`config.mk`:
```
export PLATFORM = sky130hd
export DESIGN_NAME = cst_clock_startup
export DESIGN_NICKNAME = d
export VERILOG_FILES = /design/src/rtl/cst_pkg.sv /design/src/rtl/cst_pin_sync.sv /design/src/rtl/cst_clock_startup.sv
export SDC_FILE = /design/constraint.sdc
export NUM_CORES = 1
export LEC_CHECK = 0
export BUFFER_PORTS_ARGS = -buffer_cell sky130_fd_sc_hd__buf_2
export CORE_AREA = 10 10 152 154
export CTS_CLUSTER_DIAMETER = 150
export DETAILED_ROUTE_END_ITERATION = 8
export DIE_AREA = 0 0 162 164
export GPL_ROUTABILITY_DRIVEN = 0
export PLACE_DENSITY_LB_ADDON = 0.2
export SLEW_MARGIN = 15
export SYNTH_ARGS = -nofsm -noshare
export SYNTH_HDL_FRONTEND = slang
export SYNTH_HIERARCHICAL = 1
export SYNTH_SLANG_ARGS = --single-unit
```
`constraint.sdc`:
```
create_clock -name clk -period 2.3 [get_ports clk]
set_input_delay 0.23 -clock clk [delete_from_list [all_inputs] [get_ports clk]]
set_output_delay 0.23 -clock clk [all_outputs]
set_load 0.005 [all_outputs]
```
`src/rtl/cst_pkg.sv`:
```
// package: constants and types of the clock start-up and trim block
package cst_pkg;
  // ----------------------------------------
  // register bus
  // ----------------------------------------
  localparam int ADDR_W = 8;
  localparam int DATA_W = 32;
  localparam logic [7:0] TRIM_OFFSET = 8'h00;
  localparam logic [7:0] STATUS_OFFSET = 8'h04;
  localparam logic [7:0] FUSE_OFFSET = 8'h08;
  // ----------------------------------------
  // fuse codes as raw fuse levels
  // ----------------------------------------
  localparam logic [3:0] SEL_EXT_CLOCK = 4'h0;
  localparam logic [3:0] SEL_INT_RC_LO = 4'h1;
  localparam logic [3:0] SEL_INT_RC_HI = 4'h4;
  localparam logic [3:0] SEL_EXT_RC_LO = 4'h5;
  localparam logic [3:0] SEL_EXT_RC_HI = 4'h8;
  localparam logic [3:0] SEL_LF_XTAL = 4'h9;
  localparam logic [1:0] START_CODE_0 = 2'h0;
  localparam logic [1:0] START_CODE_1 = 2'h1;
  localparam logic [1:0] START_CODE_2 = 2'h2;
  localparam logic [1:0] START_CODE_3 = 2'h3;
  // ----------------------------------------
  // counts: start-up in source cycles, delay in watchdog cycles
  // ----------------------------------------
  localparam int COUNT_W = 17;
  localparam logic [16:0] START_6CK = 17'h00006;
  localparam logic [16:0] START_18CK = 17'h00012;
  localparam logic [16:0] START_1KCK = 17'h00400;
  localparam logic [16:0] START_16KCK = 17'h04000;
  localparam logic [16:0] START_32KCK = 17'h08000;
  localparam logic [16:0] DELAY_NONE = 17'h00000;
  localparam logic [16:0] DELAY_4K = 17'h01000;
  localparam logic [16:0] DELAY_64K = 17'h10000;
  localparam logic [16:0] SETTLE_CYCLES = 17'h00005;
  // ----------------------------------------
  // register fields and pin lanes
  // ----------------------------------------
  localparam int STAT_SOURCE_LSB = 0;
  localparam int STAT_BAND_LSB = 3;
  localparam int STAT_STATE_LSB = 5;
  localparam int STAT_RUN_BIT = 8;
  localparam int FUSE_SEL_LSB = 0;
  localparam int FUSE_START_LSB = 4;
  localparam int FUSE_OPT_BIT = 6;
  localparam int PIN_WDT = 0;
  localparam int PIN_SRC = 1;
  localparam int PIN_RC = 2;
  localparam int PIN_SEL = 3;
  localparam int PIN_START = 7;
  localparam int PIN_OPT = 9;
  localparam int PIN_COUNT = 10;
  localparam int SYNC_STAGES = 3;
  // ----------------------------------------
  // types
  // ----------------------------------------
  typedef enum logic [2:0] {
    SRC_EXT_CLOCK = 3'h0,
    SRC_INT_RC = 3'h1,
    SRC_EXT_RC = 3'h2,
    SRC_LF_XTAL = 3'h3,
    SRC_CRYSTAL = 3'h4
  } cst_source_type;
  typedef enum logic [2:0] {
    ST_SAMPLE = 3'h0,
    ST_DELAY = 3'h1,
    ST_START = 3'h3,
    ST_RUN = 3'h2,
    ST_SLEEP = 3'h6,
    ST_WAKE = 3'h7
  } cst_state_type;
  typedef struct packed {
    cst_source_type source;
    logic [1:0] band;
    logic [16:0] start_count;
    logic [16:0] delay_count;
  } cst_cfg_type;
endpackage

```
`src/rtl/cst_pin_sync.sv`:
```
// module: three-stage synchroniser with agreement filter and rise pulse
`timescale 1ns/1ns
module cst_pin_sync #(
  parameter int WIDTH = 1
) (
  // clock and control
  input wire logic clk,
  input wire logic reset,
  input wire logic clk_en,
  // pins in
  input wire logic [WIDTH-1:0] pin,
  // filtered out
  output logic [WIDTH-1:0] level,
  output logic [WIDTH-1:0] rise
);
  typedef struct packed {
    logic [WIDTH-1:0] s1;
    logic [WIDTH-1:0] s2;
    logic [WIDTH-1:0] s3;
    logic [WIDTH-1:0] level;
    logic [WIDTH-1:0] rise;
  } cst_sync_type;

  cst_sync_type r;
  cst_sync_type next_r;

  // ----------------------------------------
  // next state; s1 feeds s2 only
  // ----------------------------------------
  always_comb begin
    next_r = r;
    if (reset) begin
      next_r = '0;
    end else if (clk_en) begin
      next_r.s1 = pin;
      next_r.s2 = r.s1;
      next_r.s3 = r.s2;
      for (int i = 0; i < WIDTH; i++) begin
        // a change counts only once the last two stages agree
        next_r.rise[i] = r.s2[i] & r.s3[i] & ~r.level[i];
        if (r.s2[i] == r.s3[i]) begin
          next_r.level[i] = r.s3[i];
        end
      end
    end
  end

  // state register
  always_ff @(posedge clk) begin
    r <= next_r;
  end

  assign level = r.level;
  assign rise = r.rise;
endmodule

```
`src/rtl/cst_clock_startup.sv`:
```
// module: clock source decode, start-up timing and oscillator trim
//
// What the document requires
// [RL1] fuse 1001 selects low-frequency crystal
// [RL2] crystal start-up 1K or 32K, delay 4K/64K
// [RL3] fuse 0101..1000 selects external RC bands
// [RL4] external RC start-up 18 or 6 cycles
// [RL5] fuse 0001..0100 selects internal RC 1..8 MHz
// [RL6] internal RC start-up 6 cycles plus delay
// [RL7] fuse 0000 selects external clock input
// [RL8] external clock start-up 6 cycles plus delay
// [RL9] reset loads factory byte into trim
// [RL10] watchdog oscillator times the reset delay
// [RL11] trim value raises frequency monotonically
// [RL12] software loads trim for other frequencies
// [RL13] software limits trim during memory writes
// [RL14] internal RC times memory access operations
// [RL15] external clock steps below 2 percent
// [RL16] fuse bit one means unprogrammed
// [RL17] wake-up counts selected source start-up cycles
// [RL18] delay counts 4096 or 65536 watchdog cycles
// [RL19] fuses sampled at reset, held until next
// [RL20] reserved start-up code takes longest timing
//
// Chosen here: the APB interface to the registers and the placing of the registers.
`timescale 1ns/1ns
module cst_clock_startup #(
  parameter logic [16:0] DELAY_SHORT_CYCLES = cst_pkg::DELAY_4K,
  parameter logic [16:0] DELAY_LONG_CYCLES = cst_pkg::DELAY_64K,
  parameter logic [16:0] START_SLOW_CYCLES = cst_pkg::START_32KCK,
  parameter logic [16:0] START_XTAL_CYCLES = cst_pkg::START_16KCK
) (
  // clock and control
  input wire logic clk,
  input wire logic reset,
  input wire logic clk_en,
  // apb slave
  input wire logic psel,
  input wire logic penable,
  input wire logic pwrite,
  input wire logic [cst_pkg::ADDR_W-1:0] paddr,
  input wire logic [cst_pkg::DATA_W-1:0] pwdata,
  output logic [cst_pkg::DATA_W-1:0] prdata,
  output logic pready,
  output logic pslverr,
  // fuses and factory byte
  input wire logic [3:0] clock_source_select_fuses,
  input wire logic [1:0] startup_time_fuses,
  input wire logic oscillator_option_fuse,
  input wire logic [7:0] factory_trim_byte,
  // oscillator pins
  input wire logic watchdog_osc,
  input wire logic source_osc,
  input wire logic internal_rc_osc,
  // sleep control
  input wire logic sleep_request,
  input wire logic wake_request,
  // outputs
  output logic [2:0] system_clock_source,
  output logic [1:0] frequency_band,
  output logic oscillator_option,
  output logic [7:0] oscillator_trim,
  output logic cpu_run,
  output logic watchdog_tick,
  output logic nvm_timing_tick
);
  typedef struct packed {
    cst_pkg::cst_state_type st;
    cst_pkg::cst_cfg_type cfg;
    logic [3:0] src_sel;
    logic [1:0] start_sel;
    logic opt;
    logic [16:0] remain;
    logic [7:0] trim;
    logic run;
    logic wdt_tick;
    logic nvm_tick;
    logic pready;
    logic pslverr;
    logic [31:0] prdata;
  } cst_core_type;

  cst_core_type r;
  cst_core_type next_r;
  logic [cst_pkg::PIN_COUNT-1:0] pin_level;
  logic [cst_pkg::PIN_COUNT-1:0] pin_rise;

  // ----------------------------------------
  // pin synchronisers
  // ----------------------------------------
  cst_pin_sync #(.WIDTH(cst_pkg::PIN_COUNT)) u_sync (
    .clk(clk),
    .reset(reset),
    .clk_en(clk_en),
    .pin({oscillator_option_fuse, startup_time_fuses, clock_source_select_fuses,
          internal_rc_osc, source_osc, watchdog_osc}),
    .level(pin_level),
    .rise(pin_rise)
  );

  // ----------------------------------------
  // fuse decode; bit levels used raw, one is unprogrammed
  // ----------------------------------------
  function automatic cst_pkg::cst_cfg_type decode_fuses(input logic [3:0] src_sel,
                                                        input logic [1:0] start_sel);
    cst_pkg::cst_cfg_type c;
    // crystal modes belong elsewhere; give them the long delay and the 16K-cycle start-up
    c.source = cst_pkg::SRC_CRYSTAL;
    c.band = 2'h0;
    c.start_count = START_XTAL_CYCLES;
    c.delay_count = DELAY_LONG_CYCLES;
    if (src_sel == cst_pkg::SEL_LF_XTAL) begin
      c.source = cst_pkg::SRC_LF_XTAL; // see [RL1]
      unique case (start_sel) // see [RL2]
        cst_pkg::START_CODE_0: begin
          c.start_count = cst_pkg::START_1KCK;
          c.delay_count = DELAY_SHORT_CYCLES;
        end
        cst_pkg::START_CODE_1: begin
          c.start_count = cst_pkg::START_1KCK;
          c.delay_count = DELAY_LONG_CYCLES;
        end
        cst_pkg::START_CODE_2, cst_pkg::START_CODE_3: begin
          c.start_count = START_SLOW_CYCLES; // see [RL20]
          c.delay_count = DELAY_LONG_CYCLES;
        end
      endcase
    end else if (src_sel >= cst_pkg::SEL_EXT_RC_LO && src_sel <= cst_pkg::SEL_EXT_RC_HI) begin
      c.source = cst_pkg::SRC_EXT_RC; // see [RL3]
      c.band = 2'(src_sel - cst_pkg::SEL_EXT_RC_LO);
      c.start_count = cst_pkg::START_18CK; // see [RL4]
      unique case (start_sel)
        cst_pkg::START_CODE_0: c.delay_count = cst_pkg::DELAY_NONE;
        cst_pkg::START_CODE_1: c.delay_count = DELAY_SHORT_CYCLES;
        cst_pkg::START_CODE_2: c.delay_count = DELAY_LONG_CYCLES;
        cst_pkg::START_CODE_3: begin
          c.start_count = cst_pkg::START_6CK;
          c.delay_count = DELAY_SHORT_CYCLES;
        end
      endcase
    end else if (src_sel <= cst_pkg::SEL_INT_RC_HI) begin
      if (src_sel == cst_pkg::SEL_EXT_CLOCK) begin
        c.source = cst_pkg::SRC_EXT_CLOCK; // see [RL7]
      end else begin
        c.source = cst_pkg::SRC_INT_RC; // see [RL5]
        c.band = 2'(src_sel - cst_pkg::SEL_INT_RC_LO);
      end
      c.start_count = cst_pkg::START_6CK; // see [RL6] see [RL8]
      unique case (start_sel)
        cst_pkg::START_CODE_0: c.delay_count = cst_pkg::DELAY_NONE;
        cst_pkg::START_CODE_1: c.delay_count = DELAY_SHORT_CYCLES;
        cst_pkg::START_CODE_2, cst_pkg::START_CODE_3: begin
          c.delay_count = DELAY_LONG_CYCLES; // see [RL20]
        end
      endcase
    end
    return c;
  endfunction

  // register read mux
  function automatic logic [31:0] read_word(input logic [7:0] addr, input cst_core_type s);
    logic [31:0] w;
    w = 32'h0000_0000;
    unique case (addr)
      cst_pkg::TRIM_OFFSET: w[7:0] = s.trim;
      cst_pkg::STATUS_OFFSET: begin
        w[cst_pkg::STAT_SOURCE_LSB +: 3] = s.cfg.source;
        w[cst_pkg::STAT_BAND_LSB +: 2] = s.cfg.band;
        w[cst_pkg::STAT_STATE_LSB +: 3] = s.st;
        w[cst_pkg::STAT_RUN_BIT] = s.run;
      end
      cst_pkg::FUSE_OFFSET: begin
        w[cst_pkg::FUSE_SEL_LSB +: 4] = s.src_sel;
        w[cst_pkg::FUSE_START_LSB +: 2] = s.start_sel;
        w[cst_pkg::FUSE_OPT_BIT] = s.opt;
      end
      default: w = 32'h0000_0000;
    endcase
    return w;
  endfunction

  function automatic logic mapped(input logic [7:0] addr);
    return addr == cst_pkg::TRIM_OFFSET || addr == cst_pkg::STATUS_OFFSET ||
           addr == cst_pkg::FUSE_OFFSET;
  endfunction

  // ----------------------------------------
  // next state
  // ----------------------------------------
  always_comb begin
    next_r = r;
    if (reset) begin
      next_r = '0;
      next_r.st = cst_pkg::ST_SAMPLE;
      next_r.remain = cst_pkg::SETTLE_CYCLES;
      next_r.trim = factory_trim_byte; // see [RL9]
    end else if (clk_en) begin
      // tick outputs, one cycle each
      next_r.wdt_tick = pin_rise[cst_pkg::PIN_WDT]; // see [RL10]
      next_r.nvm_tick = pin_rise[cst_pkg::PIN_RC]; // see [RL14]
      // start-up sequencer
      unique case (r.st)
        cst_pkg::ST_SAMPLE: begin
          // wait for the fuse synchroniser to settle before latching
          if (r.remain == 17'h00000) begin
            next_r.src_sel = pin_level[cst_pkg::PIN_SEL +: 4]; // see [RL19]
            next_r.start_sel = pin_level[cst_pkg::PIN_START +: 2];
            next_r.opt = pin_level[cst_pkg::PIN_OPT];
            next_r.cfg = decode_fuses(pin_level[cst_pkg::PIN_SEL +: 4],
                                      pin_level[cst_pkg::PIN_START +: 2]); // see [RL16]
            if (next_r.cfg.delay_count == cst_pkg::DELAY_NONE) begin
              next_r.st = cst_pkg::ST_START;
              next_r.remain = next_r.cfg.start_count;
            end else begin
              next_r.st = cst_pkg::ST_DELAY;
              next_r.remain = next_r.cfg.delay_count;
            end
          end else begin
            next_r.remain = r.remain - 17'h00001;
          end
        end
        cst_pkg::ST_DELAY: begin
          // counted on watchdog oscillator edges whatever the source
          if (r.remain == 17'h00000) begin
            next_r.st = cst_pkg::ST_START;
            next_r.remain = r.cfg.start_count;
          end else if (pin_rise[cst_pkg::PIN_WDT]) begin
            next_r.remain = r.remain - 17'h00001; // see [RL18]
          end
        end
        cst_pkg::ST_START, cst_pkg::ST_WAKE: begin
          if (r.remain == 17'h00000) begin
            next_r.st = cst_pkg::ST_RUN;
            next_r.run = 1'b1;
          end else if (pin_rise[cst_pkg::PIN_SRC]) begin
            next_r.remain = r.remain - 17'h00001; // see [RL17]
          end
        end
        cst_pkg::ST_RUN: begin
          if (sleep_request) begin
            next_r.st = cst_pkg::ST_SLEEP;
            next_r.run = 1'b0;
          end
        end
        cst_pkg::ST_SLEEP: begin
          if (wake_request) begin
            next_r.st = cst_pkg::ST_WAKE;
            next_r.remain = r.cfg.start_count;
          end
        end
        default: begin
          next_r.st = cst_pkg::ST_SAMPLE;
          next_r.remain = cst_pkg::SETTLE_CYCLES;
        end
      endcase
      // apb: answer prepared in setup, so access has no wait state
      next_r.pready = psel & ~penable;
      if (psel && !penable) begin
        next_r.prdata = read_word(paddr, r);
        next_r.pslverr = ~mapped(paddr);
      end
      if (psel && penable && r.pready && pwrite && paddr == cst_pkg::TRIM_OFFSET) begin
        next_r.trim = pwdata[7:0]; // see [RL11] see [RL12]
      end
    end
  end

  // state register
  always_ff @(posedge clk) begin
    r <= next_r;
  end

  // ----------------------------------------
  // outputs, all from flops
  // ----------------------------------------
  assign prdata = r.prdata;
  assign pready = r.pready;
  assign pslverr = r.pslverr;
  assign system_clock_source = r.cfg.source;
  assign frequency_band = r.cfg.band;
  assign oscillator_option = r.opt;
  assign oscillator_trim = r.trim; // trim goes straight to the rc ladder
  assign cpu_run = r.run;
  assign watchdog_tick = r.wdt_tick;
  assign nvm_timing_tick = r.nvm_tick;

  // ----------------------------------------
  // assertions
  // ----------------------------------------
  cst_pkg::cst_cfg_type chk_cfg;
  assign chk_cfg = decode_fuses(r.src_sel, r.start_sel);
endmodule

```
==> metrics.yaml, run 1 <==
die_w_um: 162
area_delta_synth_final_pct: 12.0
maxSlewViolCount: 0
core-area_um2: 20000
p_leak_nw: 2.57
grt_setup_unrepaired: "no"
regArea_um2: 2120
whs_ns: 0.114
cts-buffers-inserted: 9
cts_tree: "done"
antenna_cells: 0
met1Wirelength_um: 6860
critical_path.max_fanout: 8
crit_required_ns: 2.53
holdCritPathClass: "primary input to register"
cts_buffer_depth: 2
power.total_mw: 3.73
grt_pass1_vias: 4326
cts-root-buf: "clkbuf_16"
fin_crit_ns: 2.12
rows: 52
yosys_warnings: 6
ant_nets: 0
htree_levels: 3
post-dp-hpwl_um: 10100
die_h_um: 164
ir_drop_mv: 0.335
clk_pin_slew_ns: 0.07
final.period_utilization: 0.923
final_nets: 755
cts.sinks: 102
tns_ns: 0
crit_type: "register to register"
clock_latency_ns: 0.35
drv_cap: 0
routed.top_layer: "met4"
port_buffers: 69
grt_overflow: 0
met3_length_um: 929
top_level_ports: 117
start_util: 0.278
powerDensity_nw_per_um2: 599
drc: 0
dieArea_um2: 26600
post_drt_wl_per_cell_um: 14.7
synth_area_per_cell_um2: 8.70
setup_viol: 0
syn-cell-area_um2: 5560
grt_pass1_wl_um: 22700
worstMarginPinSlew_ns: 0.640
first_iter_violations: 283
routed_wirelength_um: 14000
crit_path_end_kind: "register"
vias_per_cell: 4.74
synthCells: 639
dr.pass1.iters: 5
antenna_found_initial: 0
dr_wl_met2_um: 6040
cp-start-kind: "register"
drive_gt1_frac: 0.193
multi_input_area_um2: 2840
grt_max_degree: 61
dr_total_vias: 4506
arrival_ns: 2.35
fmax_ghz: 0.471
slew_headroom: 0.572
skew_ns: 0.0113
post_cts_buffers: 0
hold_violations: 0
globalRouteTotalUtil: 0.104
num-fill-cells: 2157
status: "finished, final reports clean"
-- layout make-up --
class                           instances  area share
Sequential cell                       102       0.341
Clock inverter                          7     0.00864
Timing Repair Buffer                  100      0.0979
Tap cell                              270      0.0542
Clock buffer                            9      0.0362
Inverter                               10     0.00603
Multi-Input combinational cell        452       0.456
-- layout by cell type (no fill, tap or decap), drive strengths merged, types with 8 or more instances in the layout --
master / instances
nand2: 36
nor3: 16
dfxtp: 94
nand2b: 19
clkbuf: 9
nand3b: 9
edfxtp: 8
nor4: 8
mux2i: 46
ha: 14
a22o: 9
conb: 23
nor2: 85
nor2b: 17
a21oi: 41
nand4: 8
buf: 100
nand3: 11
o21ai: 37
inv: 13
-- worst max-delay path: stages (launching register included) --
cell and delay [ns]:
dfxtp_1 0.34, nor4_2 0.37, and3_4 0.30, nand2_4 0.09, a221o_1 0.37, buf_4 0.18, o32a_2 0.35
-- final timing paths --
path | from | end | slack (ns) | cells after the start
setup / recovery | r[60] | r[47] | 0.18 | 6
hold / removal | clock_source_select_fuses[3] | u_sync/r[46] | 0.11 | 3
setup reg to reg | r[60] | r[47] | 0.18 | 6
hold reg to reg | u_sync/level[1] | u_sync/level[1] | 0.47 | 2
-- layer usage --
layer,vias to the layer above,global-route usage
met5,-,0
met4,0,0.0248
met3,10,0.0375
met2,125,0.162
met1,2132,0.134
li1,2239,-
-- report_power, final --
part           internal, mW  total, mW  switching, mW  leakage, nW
Clock                 0.746       1.45          0.707        0.141
Combinational         0.178      0.406          0.228         1.59
Sequential             1.84       1.87         0.0354        0.839
Total                  2.76       3.73          0.971         2.57
-- flip-flops by register name, indices dropped and copies added, names as in the netlist --
name,cells
u_sync/r,30
pready,1
nvm_timing_tick,1
u_sync/rise,3
r,32
oscillator_option,1
prdata,9
oscillator_trim,8
frequency_band,2
pslverr,1
cpu_run,1
u_sync/level,10
watchdog_tick,1
system_clock_source,2
-- metrics by stage --
stage                util  cells  instance area, um2  worst slack, ns
finish              0.311    950                6230            0.178
global route        0.311    950                6230           0.0536
CTS                 0.310    950                6220            0.142
detailed placement  0.296    934                5940            0.161
global placement    0.296    934                5940            0.184
floorplan               -    661                5640            0.325
-- timing repair --
action | 4_1_cts | 5_1_grt
endpoints found under the hold margin | 0 | 0
setup endpoints to repair | 0 | 2
hold buffers | 0 | 0
resized for setup | 0 | 4
Power figures use the tool's default switching activity.
==> inputs of run 2 (changes only) <==
--- a/config.mk
+++ b/config.mk
@@ -6,6 +6,9 @@
 export NUM_CORES = 1
 export LEC_CHECK = 0
 export BUFFER_PORTS_ARGS = -buffer_cell sky130_fd_sc_hd__buf_2
+export CAP_MARGIN = 10
+export CELL_PAD_IN_SITES_DETAIL_PLACEMENT = 1
+export CELL_PAD_IN_SITES_GLOBAL_PLACEMENT = 1
 export CORE_AREA = 10 10 152 154
 export CTS_CLUSTER_DIAMETER = 150
 export DETAILED_ROUTE_END_ITERATION = 8
==> metrics.yaml, run 2 (synthesis results as in run 1) <==
fmax_ghz: 0.462  # -2.0%
crit_path_end_kind: "register"
grt_setup_unrepaired: "no"
grt_overflow: 0  # unchanged
tns_ns: 0  # unchanged
cts.sinks: 102  # unchanged
drv_cap: 0  # unchanged
globalRouteTotalUtil: 0.118  # +0.0144
status: "finished, final reports clean"
dr_total_vias: 4653  # +3.3%
utilization: 0.321  # +0.0102
dieArea_um2: 26600  # unchanged
arrival_ns: 2.41  # +0.06 ns
setup_slack_ns: 0.135  # -0.0429 ns
start_util: 0.278  # unchanged
largest_reg_flops: 32  # unchanged
powerDensity_nw_per_um2: 602  # +0.45%
final_cell_mix: "dfxtp_1, nor2_1, buf_2"
critical_path.max_fanout: 7  # -1
vias_per_cell: 4.77  # +0.61%
grt_max_degree: 60  # -1.6%
final_nets: 780  # +3.3%
cts_buffer_depth: 2  # unchanged
top_level_ports: 117  # unchanged
slew_headroom: 0.508  # -0.0648
cp-start-kind: "register"
cts-buffers-inserted: 9  # unchanged
final_common_cell: "dfxtp_1"
dpl_worst_slack_ns: -0.228  # -0.389 ns
hold_violations: 0  # unchanged
fin_crit_ns: 2.17  # +0.0429 ns
worstMarginPinSlew_ns: 0.738  # +0.0985 ns
first_iter_violations: 183  # -35%
dr.pass1.iters: 4  # -1
post_drt_wl_per_cell_um: 16.0  # +8.7%
antenna_cells: 0  # unchanged
port_buffers: 69  # unchanged
largest_register: "r"
crit_start: "r[59]"
grt_pass1_vias: 4778  # +10%
area_delta_synth_final_pct: 15.6
ant_nets: 0  # unchanged
clock_latency_ns: 0.36  # about the same
reg2reg_from: "r[59]"
htree_levels: 3  # unchanged
maxSlewViolCount: 0  # unchanged
min_from: "clock_source_select_fuses[1]"
crit_type: "register to register"
cts-root-buf: "clkbuf_16"
ir_drop_mv: 0.346  # +3.2%
die_h_um: 164  # unchanged
num-fill-cells: 2409  # +12%
grt_pass1_wl_um: 25800  # +14%
crit_required_ns: 2.55  # +0.02 ns
routed_wirelength_um: 15600  # +12%
p_leak_nw: 2.68  # +4.6%
setup_viol: 0  # unchanged
core-area_um2: 20000  # unchanged
clk_pin_slew_ns: 0.08  # about the same
holdCritPathClass: "primary input to register"
antenna_found_initial: 0  # unchanged
cts_tree: "done"
post-dp-hpwl_um: 11700  # +16%
drive_gt1_frac: 0.223  # +0.0300
rows: 52  # unchanged
drc: 0  # unchanged
final.period_utilization: 0.941  # +0.0186
skew_ns: 0.00922  # -0.00212 ns
die_w_um: 162  # unchanged
-- run 2: changes by cell type in the layout (fill, tap and decap cells not counted), moves of 2 or more --
cell	before	now
inv_8	0	2
buf_4	29	56
clkinv_2	2	0
o21ai_0	36	34
clkinv_4	2	0
-- run 2: area by class of cell --
type,count,area (um2),area share
inverters,10,37.5,0.00584
clock buffers,9,225,0.0350
clock inverters,7,72.6,0.0113
multi-input cells,452,2860,0.444
well taps,270,338,0.0525
repair buffers,125,781,0.121
flip-flops and latches,102,2120,0.330
-- run 2: final timing paths --
kind / endpoint / slack, ns / cells past startpoint
hold reg to reg: u_sync/level[0] / 0.47 / 2
setup reg to reg: r[47] / 0.13 / 7
hold / removal: u_sync/r[44] / 0.1 / 3
setup / recovery: r[47] / 0.13 / 7
-- run 2: repair_timing --
action	4_1_cts	5_1_grt
buffers inserted	2	3
pin swaps	1	2
setup endpoints to repair	14	12
hold buffers	0	0
gates resized for setup	3	3
endpoints found under the hold margin	0	0
-- run 2: worst max-delay path: stages (launching register included) --
cell and delay (ns):
dfxtp_1 0.34, nor4_4 0.33, and3_4 0.26, nand2_4 0.05, buf_4 0.16, a221o_1 0.36
buf_4 0.16, o32a_2 0.37
-- run 2: stage by stage --
stage                     area, um2  power [mW]  hold slack (ns)  std cells
after floorplan                5640        2.22            0.377        661
after detailed placement       6080        2.35            0.462        954
after global placement         6080        2.33            0.455        954
after global routing           6430        4.06            0.111        975
final                          6430        3.87           0.0997        975
after CTS                      6400        3.93           0.0888        972
-- run 2: per-layer routing --
layer | vias to the layer above | track usage | wire length [um]
met3 | 15 | 0.0315 | 821
met5 | - | 0 | 0
met4 | 0 | 0.0401 | 216
met2 | 99 | 0.193 | 7160
li1 | 2299 | - | -
met1 | 2240 | 0.148 | 7390
-- run 2: where the power goes --
part           switching, mW  internal (mW)  total (mW)
Clock                  0.784          0.772        1.56
Sequential            0.0329           1.83        1.87
Combinational          0.244          0.203       0.446
